### config.mk
export PLATFORM = sky130hd
export DESIGN_NAME = hpc_executor
export DESIGN_NICKNAME = d
export VERILOG_FILES = /design/src/rtl/hpc_pkg.sv /design/src/rtl/hpc_executor.sv
export SDC_FILE = /design/constraint.sdc
export NUM_CORES = 1
export LEC_CHECK = 0
export BUFFER_PORTS_ARGS = -buffer_cell sky130_fd_sc_hd__buf_2
export CELL_PAD_IN_SITES_DETAIL_PLACEMENT = 1
export CELL_PAD_IN_SITES_GLOBAL_PLACEMENT = 1
export CORE_MARGIN = 5
export CORE_UTILIZATION = 46
export CTS_CLUSTER_SIZE = 10
export DETAILED_ROUTE_END_ITERATION = 6
export PLACE_DENSITY_LB_ADDON = 0.1
export SETUP_SLACK_MARGIN = 0.5
export SLEW_MARGIN = 5
export SYNTH_ARGS = -nofsm -noshare
export SYNTH_HDL_FRONTEND = slang
export SYNTH_SLANG_ARGS = --single-unit
### constraint.sdc
create_clock -name sys_clk -period 3 [get_ports sys_clk]
set_clock_uncertainty 0.05 [all_clocks]
set_input_delay 0.6 -clock sys_clk [delete_from_list [all_inputs] [get_ports sys_clk]]
set_output_delay 0.6 -clock sys_clk [all_outputs]
set_load 0.02 [all_outputs]
### src/rtl/hpc_pkg.sv
// Constants for the hub port command executor
// Assumes a 100 MHz hub clock
package hpc_pkg;
	localparam int unsigned CLK_MHZ        = 100;
	localparam int unsigned RESET_MS       = 15;
	localparam int unsigned RESUME_MS      = 20;
	localparam int unsigned RESET_CYCLES   = RESET_MS * 1000 * CLK_MHZ;
	localparam int unsigned RESUME_CYCLES  = RESUME_MS * 1000 * CLK_MHZ;
	localparam int unsigned LS_EOP_CYCLES  = 2 * 667;
	localparam int unsigned CNT_W          = 22;
	localparam int unsigned NPORT          = 4;
	localparam int unsigned INT_PORT       = 3;
	localparam logic [2:0]  CMD_DISABLE    = 3'h0;
	localparam logic [2:0]  CMD_ENABLE     = 3'h1;
	localparam logic [2:0]  CMD_RESET      = 3'h2;
	localparam logic [2:0]  CMD_SUSPEND    = 3'h3;
	localparam logic [2:0]  CMD_RESUME     = 3'h4;
	localparam logic [1:0]  LINE_IDLE      = 2'h0;
	localparam logic [1:0]  LINE_SE0       = 2'h1;
	localparam logic [1:0]  LINE_K         = 2'h2;
	localparam logic [1:0]  LINE_J         = 2'h3;
	typedef enum logic [2:0] {
		HPC_IDLE    = 3'b000,
		HPC_WAITBUS = 3'b001,
		HPC_TIMED   = 3'b011,
		HPC_EOP     = 3'b010,
		HPC_EOF     = 3'b110
	} hpc_state_t;
endpackage

### src/rtl/hpc_executor.sv
// Hub port command executor: one command at a time, four ports
// Assumes firmware strobe, bus idle and frame end are synchronous to sys_clk
// Summary of operation
// - Codes 000/001 disable/enable selected port at next bus idle.
// - Code 010 external: drive SE0 at once 15 ms, then enable.
// - Code 010 internal: reset function interface unit and FIFO logic.
// - Code 010 internal: reset defined function registers to defaults.
// - Internal reset: enable port automatically after 15 ms.
// - Code 011 external: idle J from next bus idle, block traffic.
// - Code 011 internal: suspend function port at next bus idle.
// - Code 100 external: K for 20 ms, low-speed EOP, then enable.
// - Code 100 internal: enable after 20 ms.
// - Internal port always reported connected.
// - Undefined command codes are ignored.
// - Port index selects the port a command acts on.
// - Port state change shows in status only at next end of frame.
`timescale 1ns/1ps
module hpc_executor (
	input  wire logic        sys_clk,
	input  wire logic        nrst,
	input  wire logic        cmd_wr,
	input  wire logic [2:0]  port_command_register,
	input  wire logic [1:0]  port_select_index,
	input  wire logic        bus_idle,
	input  wire logic        frame_end,
	input  wire logic [2:0]  port_connect_in,
	output logic      [7:0]  port_line_state,
	output logic      [3:0]  port_enabled,
	output logic      [3:0]  port_suspended,
	output logic      [3:0]  port_connected,
	output logic      [3:0]  port_traffic_ok,
	output logic             fiu_fifo_reset,
	output logic             func_reg_reset,
	output logic             busy
);
	// ============================================================
	// State
	typedef struct packed {
		hpc_pkg::hpc_state_t    st;
		logic [2:0]             cmd;
		logic [1:0]             port;
		logic [hpc_pkg::CNT_W-1:0] cnt;
		logic [3:0]             en;
		logic [3:0]             sus;
		logic [3:0]             en_stat;
		logic [3:0]             sus_stat;
		logic [3:0]             conn;
		// Connect pins pass two flops; only the second is read by logic
		logic [2:0]             conn_s1;
		logic [2:0]             conn_s2;
		logic [7:0]             line;
		logic                   frst;
		logic                   rrst;
		logic                   bsy;
		logic [3:0]             tok;
	} hpc_regs_t;

	hpc_regs_t s_reg;
	hpc_regs_t s_next;

	function automatic logic valid_cmd(input logic [2:0] c);
		return c <= hpc_pkg::CMD_RESUME;
	endfunction

	function automatic logic [7:0] set_line(input logic [7:0] l, input logic [1:0] p,
		input logic [1:0] v);
		logic [7:0] r;
		r = l;
		r[2*p +: 2] = v;
		return r;
	endfunction

	// ============================================================
	// Next state
	always_comb begin
		s_next = s_reg;
		s_next.conn_s1 = port_connect_in;
		s_next.conn_s2 = s_reg.conn_s1;
		s_next.frst = 1'b0;
		s_next.rrst = 1'b0;
		unique case (s_reg.st)
			hpc_pkg::HPC_IDLE: begin
				if (cmd_wr && valid_cmd(port_command_register)) begin
					s_next.cmd  = port_command_register;
					s_next.port = port_select_index;
					s_next.cnt  = '0;
					if (port_command_register == hpc_pkg::CMD_RESET ||
					    port_command_register == hpc_pkg::CMD_RESUME) begin
						s_next.st = hpc_pkg::HPC_TIMED;
						if (port_select_index != 2'(hpc_pkg::INT_PORT)) begin
							s_next.line = set_line(s_reg.line, port_select_index,
								port_command_register == hpc_pkg::CMD_RESET ?
								hpc_pkg::LINE_SE0 : hpc_pkg::LINE_K);
						end
						s_next.en[port_select_index] = 1'b0;
					end else begin
						s_next.st = hpc_pkg::HPC_WAITBUS;
					end
				end
			end
			hpc_pkg::HPC_WAITBUS: begin
				if (bus_idle) begin
					s_next.st = hpc_pkg::HPC_EOF;
					unique case (s_reg.cmd)
						hpc_pkg::CMD_DISABLE: begin
							s_next.en[s_reg.port]  = 1'b0;
							s_next.sus[s_reg.port] = 1'b0;
						end
						hpc_pkg::CMD_ENABLE: begin
							s_next.en[s_reg.port]  = 1'b1;
							s_next.sus[s_reg.port] = 1'b0;
						end
						default: begin
							s_next.sus[s_reg.port] = 1'b1;
							if (s_reg.port != 2'(hpc_pkg::INT_PORT))
								s_next.line = set_line(s_reg.line, s_reg.port,
									hpc_pkg::LINE_J);
						end
					endcase
				end
			end
			hpc_pkg::HPC_TIMED: begin
				s_next.cnt = s_reg.cnt + 1'b1;
				if (s_reg.cmd == hpc_pkg::CMD_RESET && s_reg.port == 2'(hpc_pkg::INT_PORT)) begin
					s_next.frst = 1'b1;
					s_next.rrst = 1'b1;
				end
				if ((s_reg.cmd == hpc_pkg::CMD_RESET &&
				     s_reg.cnt == hpc_pkg::CNT_W'(hpc_pkg::RESET_CYCLES - 1)) ||
				    (s_reg.cmd == hpc_pkg::CMD_RESUME &&
				     s_reg.cnt == hpc_pkg::CNT_W'(hpc_pkg::RESUME_CYCLES - 1))) begin
					s_next.cnt = '0;
					if (s_reg.cmd == hpc_pkg::CMD_RESUME &&
					    s_reg.port != 2'(hpc_pkg::INT_PORT)) begin
						s_next.st = hpc_pkg::HPC_EOP;
						s_next.line = set_line(s_reg.line, s_reg.port, hpc_pkg::LINE_SE0);
					end else begin
						s_next.st = hpc_pkg::HPC_EOF;
						s_next.en[s_reg.port]  = 1'b1;
						s_next.sus[s_reg.port] = 1'b0;
						s_next.line = set_line(s_reg.line, s_reg.port, hpc_pkg::LINE_IDLE);
					end
				end
			end
			hpc_pkg::HPC_EOP: begin
				s_next.cnt = s_reg.cnt + 1'b1;
				if (s_reg.cnt == hpc_pkg::CNT_W'(hpc_pkg::LS_EOP_CYCLES - 1)) begin
					s_next.st = hpc_pkg::HPC_EOF;
					s_next.en[s_reg.port]  = 1'b1;
					s_next.sus[s_reg.port] = 1'b0;
					s_next.line = set_line(s_reg.line, s_reg.port, hpc_pkg::LINE_IDLE);
				end
			end
			hpc_pkg::HPC_EOF: begin
				if (frame_end)
					s_next.st = hpc_pkg::HPC_IDLE;
			end
			default: s_next.st = hpc_pkg::HPC_IDLE;
		endcase
		if (frame_end) begin
			s_next.en_stat  = s_reg.en;
			s_next.sus_stat = s_reg.sus;
			// suspended or disabled ports pass nothing
			s_next.tok      = s_reg.en & ~s_reg.sus;
			s_next.conn = {1'b1, s_reg.conn_s2};
		end
		// Busy from a flop, so firmware never sees a decode glitch
		s_next.bsy = (s_next.st != hpc_pkg::HPC_IDLE);
	end

	always_ff @(posedge sys_clk or negedge nrst) begin
		if (!nrst) begin
			s_reg <= '{st: hpc_pkg::HPC_IDLE, cmd: 3'h0, port: 2'h0, cnt: '0,
				en: 4'h0, sus: 4'h0, en_stat: 4'h0, sus_stat: 4'h0, conn: 4'h8,
				conn_s1: 3'h0, conn_s2: 3'h0, line: 8'h00, frst: 1'b0, rrst: 1'b0,
				bsy: 1'b0, tok: 4'h0};
		end else begin
			s_reg <= s_next;
		end
	end

	// ============================================================
	// Outputs, all from flops
	assign port_line_state = s_reg.line;
	assign port_enabled    = s_reg.en_stat;
	assign port_suspended  = s_reg.sus_stat;
	assign port_connected  = s_reg.conn;
	assign port_traffic_ok = s_reg.tok;
	assign fiu_fifo_reset  = s_reg.frst;
	assign func_reg_reset  = s_reg.rrst;
	assign busy            = s_reg.bsy;

	// ============================================================
	// Checks
	internal_connected_a: assert property (@(posedge sys_clk) disable iff (!nrst)
		port_connected[3]) else $error("internal port not connected");
	bad_code_a: assert property (@(posedge sys_clk) disable iff (!nrst)
		(!busy && cmd_wr && port_command_register > 3'h4) |=> !busy)
		else $error("undefined code started a command");
	no_restart_a: assert property (@(posedge sys_clk) disable iff (!nrst)
		(busy && cmd_wr) |=> $stable(s_reg.port) && $stable(s_reg.cmd))
		else $error("command restarted while busy");
	se0_start_a: assert property (@(posedge sys_clk) disable iff (!nrst)
		(!busy && cmd_wr && port_command_register == 3'h2 && port_select_index != 2'h3)
		|=> port_line_state[2*s_reg.port +: 2] == 2'h1) else $error("SE0 not driven at once");
	k_start_a: assert property (@(posedge sys_clk) disable iff (!nrst)
		(!busy && cmd_wr && port_command_register == 3'h4 && port_select_index == 2'h1)
		|=> port_line_state[3:2] == 2'h2) else $error("K not driven at once");
	int_reset_a: assert property (@(posedge sys_clk) disable iff (!nrst)
		(!busy && cmd_wr && port_command_register == 3'h2 && port_select_index == 2'h3)
		|=> ##1 fiu_fifo_reset && func_reg_reset) else $error("internal reset missing");
	wait_idle_a: assert property (@(posedge sys_clk) disable iff (!nrst)
		(s_reg.st == hpc_pkg::HPC_WAITBUS && !bus_idle) |=> s_reg.en == $past(s_reg.en))
		else $error("enable changed before bus idle");
	status_eof_a: assert property (@(posedge sys_clk) disable iff (!nrst)
		!frame_end |=> $stable(port_enabled)) else $error("status moved off frame end");
	suspend_j_a: assert property (@(posedge sys_clk) disable iff (!nrst)
		(s_reg.st == hpc_pkg::HPC_WAITBUS && bus_idle && s_reg.cmd == 3'h3 &&
		 s_reg.port != 2'h3) |=> port_line_state[2*s_reg.port +: 2] == 2'h3)
		else $error("no J on suspend");

	// ============================================================
	// Checks: command intake
	// Writes while busy are dropped with no flag; firmware must watch busy
	busy_start_a: assert property (@(posedge sys_clk) disable iff (!nrst)
		(!busy && cmd_wr && port_command_register <= hpc_pkg::CMD_RESUME) |=> busy)
		else $error("defined code did not start a command");

	cmd_latch_a: assert property (@(posedge sys_clk) disable iff (!nrst)
		(!busy && cmd_wr && port_command_register <= hpc_pkg::CMD_RESUME)
		|=> s_reg.cmd == $past(port_command_register))
		else $error("command code not latched at write");

	port_latch_a: assert property (@(posedge sys_clk) disable iff (!nrst)
		(!busy && cmd_wr && port_command_register <= hpc_pkg::CMD_RESUME)
		|=> s_reg.port == $past(port_select_index))
		else $error("port index not latched at write");

	enable_idle_a: assert property (@(posedge sys_clk) disable iff (!nrst)
		(s_reg.st == hpc_pkg::HPC_WAITBUS && bus_idle && s_reg.cmd == hpc_pkg::CMD_ENABLE)
		|=> s_reg.en[s_reg.port]) else $error("port not enabled at bus idle");

	disable_idle_a: assert property (@(posedge sys_clk) disable iff (!nrst)
		(s_reg.st == hpc_pkg::HPC_WAITBUS && bus_idle && s_reg.cmd == hpc_pkg::CMD_DISABLE)
		|=> !s_reg.en[s_reg.port]) else $error("port not disabled at bus idle");

	int_suspend_a: assert property (@(posedge sys_clk) disable iff (!nrst)
		(s_reg.st == hpc_pkg::HPC_WAITBUS && bus_idle && s_reg.cmd == hpc_pkg::CMD_SUSPEND &&
		 s_reg.port == 2'(hpc_pkg::INT_PORT)) |=> s_reg.sus[3])
		else $error("internal port not suspended at bus idle");

	// ============================================================
	// Checks: timed commands
	// Full lengths are too long to run, so holds and starts are guarded
	reset_se0_hold_a: assert property (@(posedge sys_clk) disable iff (!nrst)
		(s_reg.st == hpc_pkg::HPC_TIMED && s_reg.cmd == hpc_pkg::CMD_RESET &&
		 s_reg.port != 2'(hpc_pkg::INT_PORT))
		|-> port_line_state[2*s_reg.port +: 2] == hpc_pkg::LINE_SE0)
		else $error("SE0 not held during port reset");

	resume_k_hold_a: assert property (@(posedge sys_clk) disable iff (!nrst)
		(s_reg.st == hpc_pkg::HPC_TIMED && s_reg.cmd == hpc_pkg::CMD_RESUME &&
		 s_reg.port != 2'(hpc_pkg::INT_PORT))
		|-> port_line_state[2*s_reg.port +: 2] == hpc_pkg::LINE_K)
		else $error("K not held during port resume");

	reset_no_enable_a: assert property (@(posedge sys_clk) disable iff (!nrst)
		(s_reg.st == hpc_pkg::HPC_TIMED && s_reg.cmd == hpc_pkg::CMD_RESET)
		|-> !s_reg.en[s_reg.port]) else $error("port enabled before reset ended");

	resume_sus_hold_a: assert property (@(posedge sys_clk) disable iff (!nrst)
		(s_reg.st == hpc_pkg::HPC_TIMED && s_reg.cmd == hpc_pkg::CMD_RESUME &&
		 s_reg.cnt != hpc_pkg::CNT_W'(hpc_pkg::RESUME_CYCLES - 1))
		|=> $stable(s_reg.sus)) else $error("resume ended early");

	fifo_reset_src_a: assert property (@(posedge sys_clk) disable iff (!nrst)
		fiu_fifo_reset |-> $past(s_reg.st) == hpc_pkg::HPC_TIMED &&
		$past(s_reg.cmd) == hpc_pkg::CMD_RESET && $past(s_reg.port) == 2'(hpc_pkg::INT_PORT))
		else $error("function reset outside an internal port reset");

	reg_reset_pair_a: assert property (@(posedge sys_clk) disable iff (!nrst)
		func_reg_reset == fiu_fifo_reset) else $error("register reset apart from unit reset");

	// ============================================================
	// Checks: ports and status
	status_hold_a: assert property (@(posedge sys_clk) disable iff (!nrst)
		!frame_end |=> $stable(port_suspended) && $stable(port_connected) &&
		$stable(port_traffic_ok)) else $error("suspend or connect status moved off frame end");

	eof_wait_a: assert property (@(posedge sys_clk) disable iff (!nrst)
		(s_reg.st == hpc_pkg::HPC_EOF && !frame_end) |=> busy)
		else $error("command ended before frame end");

	traffic_gate_a: assert property (@(posedge sys_clk) disable iff (!nrst)
		(port_traffic_ok & port_suspended) == 4'h0) else $error("suspended port passes traffic");

	int_line_idle_a: assert property (@(posedge sys_clk) disable iff (!nrst)
		port_line_state[7:6] == 2'h0) else $error("internal port drives a line state");
endmodule

### After elaboration in Yosys (flattened, before gate mapping)

Index checks and enable logic that the tools add are counted.

* flip-flop bits (word level): 70
* memory bits (read-only): 0
* memories: 0
* bits in latches: 0
* input port bits: 13
* memory bits (writable): 0

* add/sub/neg operators: 3
* equal/unequal tests: 25
* multiply operators: 0
* reduce and logical (&&, ||, !) cells: 21
* shift operators: 6
* divide/modulo/power cells: 0
* bitwise logic cells: 9
* multiplexer cells: 39
* $lt $le $gt $ge: 5

Operators by type and width (number)
* $shiftx 2x34->8 const A: 3
* $mux 8: 12
* $neg 3->34: 2
* $shift 2x34->8 const A: 2
* $pmux 22 s3: 1
* $eq 22x21->1 const B: 2
* $mux 34: 1
* $shiftx 2x34->8: 1
* $bwmux 8: 4
* $pmux 8 s4: 1
* $mux 30: 1
* $add 22x1->22 const B: 1
* $eq 22x11->1 const B: 1
* $ne 2x2->1 const B: 11
* $and 4x4->4: 4
* $pmux 4 s4: 1
* $mux 3: 5
* $pmux 3 s5: 1
* $eq 3x2->1 const B: 4
* $not 4->4: 3
* $pmux 4 s3: 1
* $eq 3x3->1 const B: 3
* $reduce_and 9->1: 1
* $reduce_bool 3->1: 3
* other kinds (20): 39

### Logic depth before layout (Yosys ltp)

* word-level depth: 10
* mapped depth: 8

### Worst setup path after synthesis

Ideal clock, no wire load.

* kind: input -> register
* start point: input port port_select_index[0]
* end point: register with a tool-made name
* path buffers: 0
* stages: 7
* path slack: 784 ps
* data arrival time: 2081 ps
* cells stage by stage: inv_1 -> ha_1 -> nor4bb_1 -> nand3_1 -> a2111oi_0 -> o21ai_0 -> a32oi_1

RTL lines
* start, declared: RTL line hpc_executor.sv:23 `input wire logic [1:0] port_select_index,`

==> impl_metrics.py <==
metrics = {
    "finish": {
        "layout.filler_cells": 1012,
        "antenna_diodes": 0,
        "layout-area-overhead-vs-synth_pct": 11.0,
        "final_layout_size_suffix_gt1_share_pct": 20.8,
        "number_of_nets_at_the_end_of_the_flow": 489,
        "final_cell_mix": "69 x dfrtp_1, 40 x nand2_1, 38 x buf_2",
        "layoutNonFillerInstCount": 579,
        "layout.cells.most_common": "dfrtp_1",
    },
    "drt": {
        "via_per_inst": 6.06,
        "detailroute.via_count": 3510,
        "wl_per_cell_um": 20.1,
        "detail-route-antenna-nets": 0,
        "drt_iter0_markers": 155,
        "drc_errors": 0,
        "finalWirelength_mm": 11.6,
        "firstDrtPassIters": 4,
    },
    "worst_setup_path": {
        "rr_worst_depth": 7,
        "start_kind": "register",
        "timing.setup.critical_path_class": "reg2reg",
        "cp_cell_sequence": "inv_1 -> ha_1 -> or4bb_1 -> or3_4 -> o21ai_4 -> o21a_2 -> a32oi_1",
        "worst_path_largest_cell_delay_ns": 0.43,
        "worst_ep_arrival_time_ns": 2.55,
        "critical_path_required_ns": 3.18,
        "critical_path.endpoint_type": "register",
        "worstSetupStartpoint": "s_reg[42]$_DFFE_PN0P_",
        "ff2ff_setup_slack_ns": 0.63,
        "r2r_start": "s_reg[42]$_DFFE_PN0P_",
        "worst-path-max-fanout": 9,
        "crit_slowest_cell": "or3_4",
    },
    "sta": {
        "finalSetupTns_ns": 0,
        "final_min_period_over_clock_period_pct": 79.0,
        "timing_hold_violations_final": 0,
        "rsz0062_at_grt": "yes",
        "max_freq_ghz": 0.422,
        "worstMarginPinSlew_ns": 0.851,
        "finalSetupViolCount": 0,
        "timing_max_transition_violations_final": 0,
        "period_minus_slack_ns": 2.37,
        "worst_slew_margin_rel_pct": 43.1,
    },
    "clock_tree": {
        "source_to_sink_clock_delay_at_the_later_pin_of_the_worst_skew_pair_ns": 0.36,
        "postCtsResizedCells": 0,
        "postCtsSetupRepairBufs": 0,
        "post_cts_hold_buffer_count": 0,
        "tritoncts.num_buffers": 9,
        "ctsRootBufferMaster": "clkbuf_8",
        "path_clk_slew_ns": 0.08,
        "cts_tree": "built",
        "max-clock-path-buffers": 2,
        "tritoncts_num_sinks": 69,
        "cts_htree_levels": 3,
    },
    "placed_design": {
        "placement.io_buffers": 38,
        "placed_cells": 563,
        "hpwl_mm": 8.50,
        "globalplace.congestion": 0.842,
    },
    "power_and_ir_drop": {
        "cellLeakagePower_nw": 2.00,
        "cellPowerDensity_nw_per_um2": 871,
        "peakVddDrop_v": 0.000421,
    },
    "yosys": {
        "synth-seq-area-share_pct": 41.5,
        "synth_largest_area_cell": "dfrtp_1",
        "synthesis.nets": 472,
        "synth_enable_flop_cells": 0,
        "syn_inst": 449,
        "largest_cells_by_area_after_synthesis": "dfrtp_1 41%, buf_4 4.5%, nand2_1 3.6%",
        "yosys_most_used_dff": "dfrtp_1",
        "yosysTopAreaCellShare_pct": 41.5,
        "ys_async_sr_fraction_pct": 100,
        "synth_seq_cells": 69,
        "netlist_area_um2": 4160,
        "synthesis.area_per_instance_um2": 9.27,
        "yosys_warnings": 0,
        "yosysUniqueCellTypes": 71,
    },
    "worst_hold_path": {
        "min_path_type": "in2async",
    },
    "grt": {
        "first_global_vias": 3588,
        "grt_pass1_wl_mm": 19.4,
        "grt_start_max_net_pins": 44,
        "grt_use_total_pct": 21.7,
        "antenna_found_initial": 0,
        "gr-total-overflow": 0,
    },
    "floorplan": {
        "initial_utilization_pct": 47.5,
        "core_um2": 8760,
        "die_w_um": 105,
        "dieHeight_um": 105,
        "fp.dieArea_um2": 11100,
        "design.portCount": 40,
        "floorplan.rows": 34,
    },
    "run_status": {
        "result_of_the_run": "finished, final reports clean",
    },
    "run": {
        "max-cap-violations": 0,
    },
}
## how the worst min path moves through the flow
stage	start	end	slack, ns	cells after the start
final	nrst	s_reg[57]$_DFFE_PN0P_	0.21	1
after global routing	nrst	s_reg[57]$_DFFE_PN0P_	0.26	1
after CTS	nrst	s_reg[57]$_DFFE_PN0P_	0.23	1
after detailed placement	s_next[16]$_DFF_PN0_	s_reg[16]$_DFF_PN0_	0.29	0
after global placement	s_next[16]$_DFF_PN0_	s_reg[16]$_DFF_PN0_	0.28	0
after floorplan	nrst	async pin	0.25	0
## layer usage
layer	share of wire, %	GRT usage (%)	routed length, um	vias to the layer above
met3	3.9	4.01	452	9
li1	-	-	-	1671
met2	47	33.5	5430	74
met1	48	31.2	5630	1756
met5	0	0	0	-
met4	1.1	5.57	123	0
## worst max-delay path, delay by kind of cell (launching register included)
family	cells	cell delay, ns
simple gates	2	0.85
compound gates	3	0.70
flops	1	0.40
fa+ha+maj	1	0.15
buf+inv	1	0.09
## cell families (layout without fill, tap and decap cells)
logic type	Yosys count	after routing	synth area share, %
AO/OA/AOI/OAI	116	116	19.8
AND/OR/NAND/NOR	164	164	22.1
XOR/XNOR	10	10	2.10
buffers and inverters	68	90	8.48
multiplexers	11	11	2.98
adder cells (fa/ha/maj)	10	10	3.01
flip-flops	69	69	41.5
other	1	1	0.0901
## cell usage after synthesis, drive strengths merged, types with 8 or more instances
cell type,n
inv,19
mux2,11
or3,9
xnor2,8
nor2,25
buf,29
o21ai,28
nand2,40
dfrtp,69
nand3,19
a21oi,13
o211ai,10
o22ai,9
clkbuf,20
ha,10
## where the power goes
group          internal [mW]  switching [mW]
registers               1.14           0.233
logic                  0.644            1.02
clock network          0.584           0.405
## metrics by stage
stage	setup slack, ns	util, %	hold WS [ns]	power [mW]	area, um2
after floorplan	0.784	-	0.254	2.53	4160
after global placement	0.447	49.6	0.281	2.96	4350
after detailed placement	0.216	49.6	0.286	3.01	4350
after CTS	0.511	52.5	0.231	4.02	4600
after global routing	0.483	52.7	0.258	4.28	4620
final	0.629	52.7	0.213	4.02	4620
## cell type report
type                            count  area (um2)  area share [%]
Multi-Input combinational cell    312        2100            45.5
Sequential cell                    69        1730            37.4
Timing Repair Buffer               55         330            7.15
Clock buffer                       10         138            2.98
Tap cell                          108         135            2.92
Clock inverter                      6         116            2.52
Inverter                           19        71.3            1.54
Note: power is estimated with default switching activity, not from simulation.
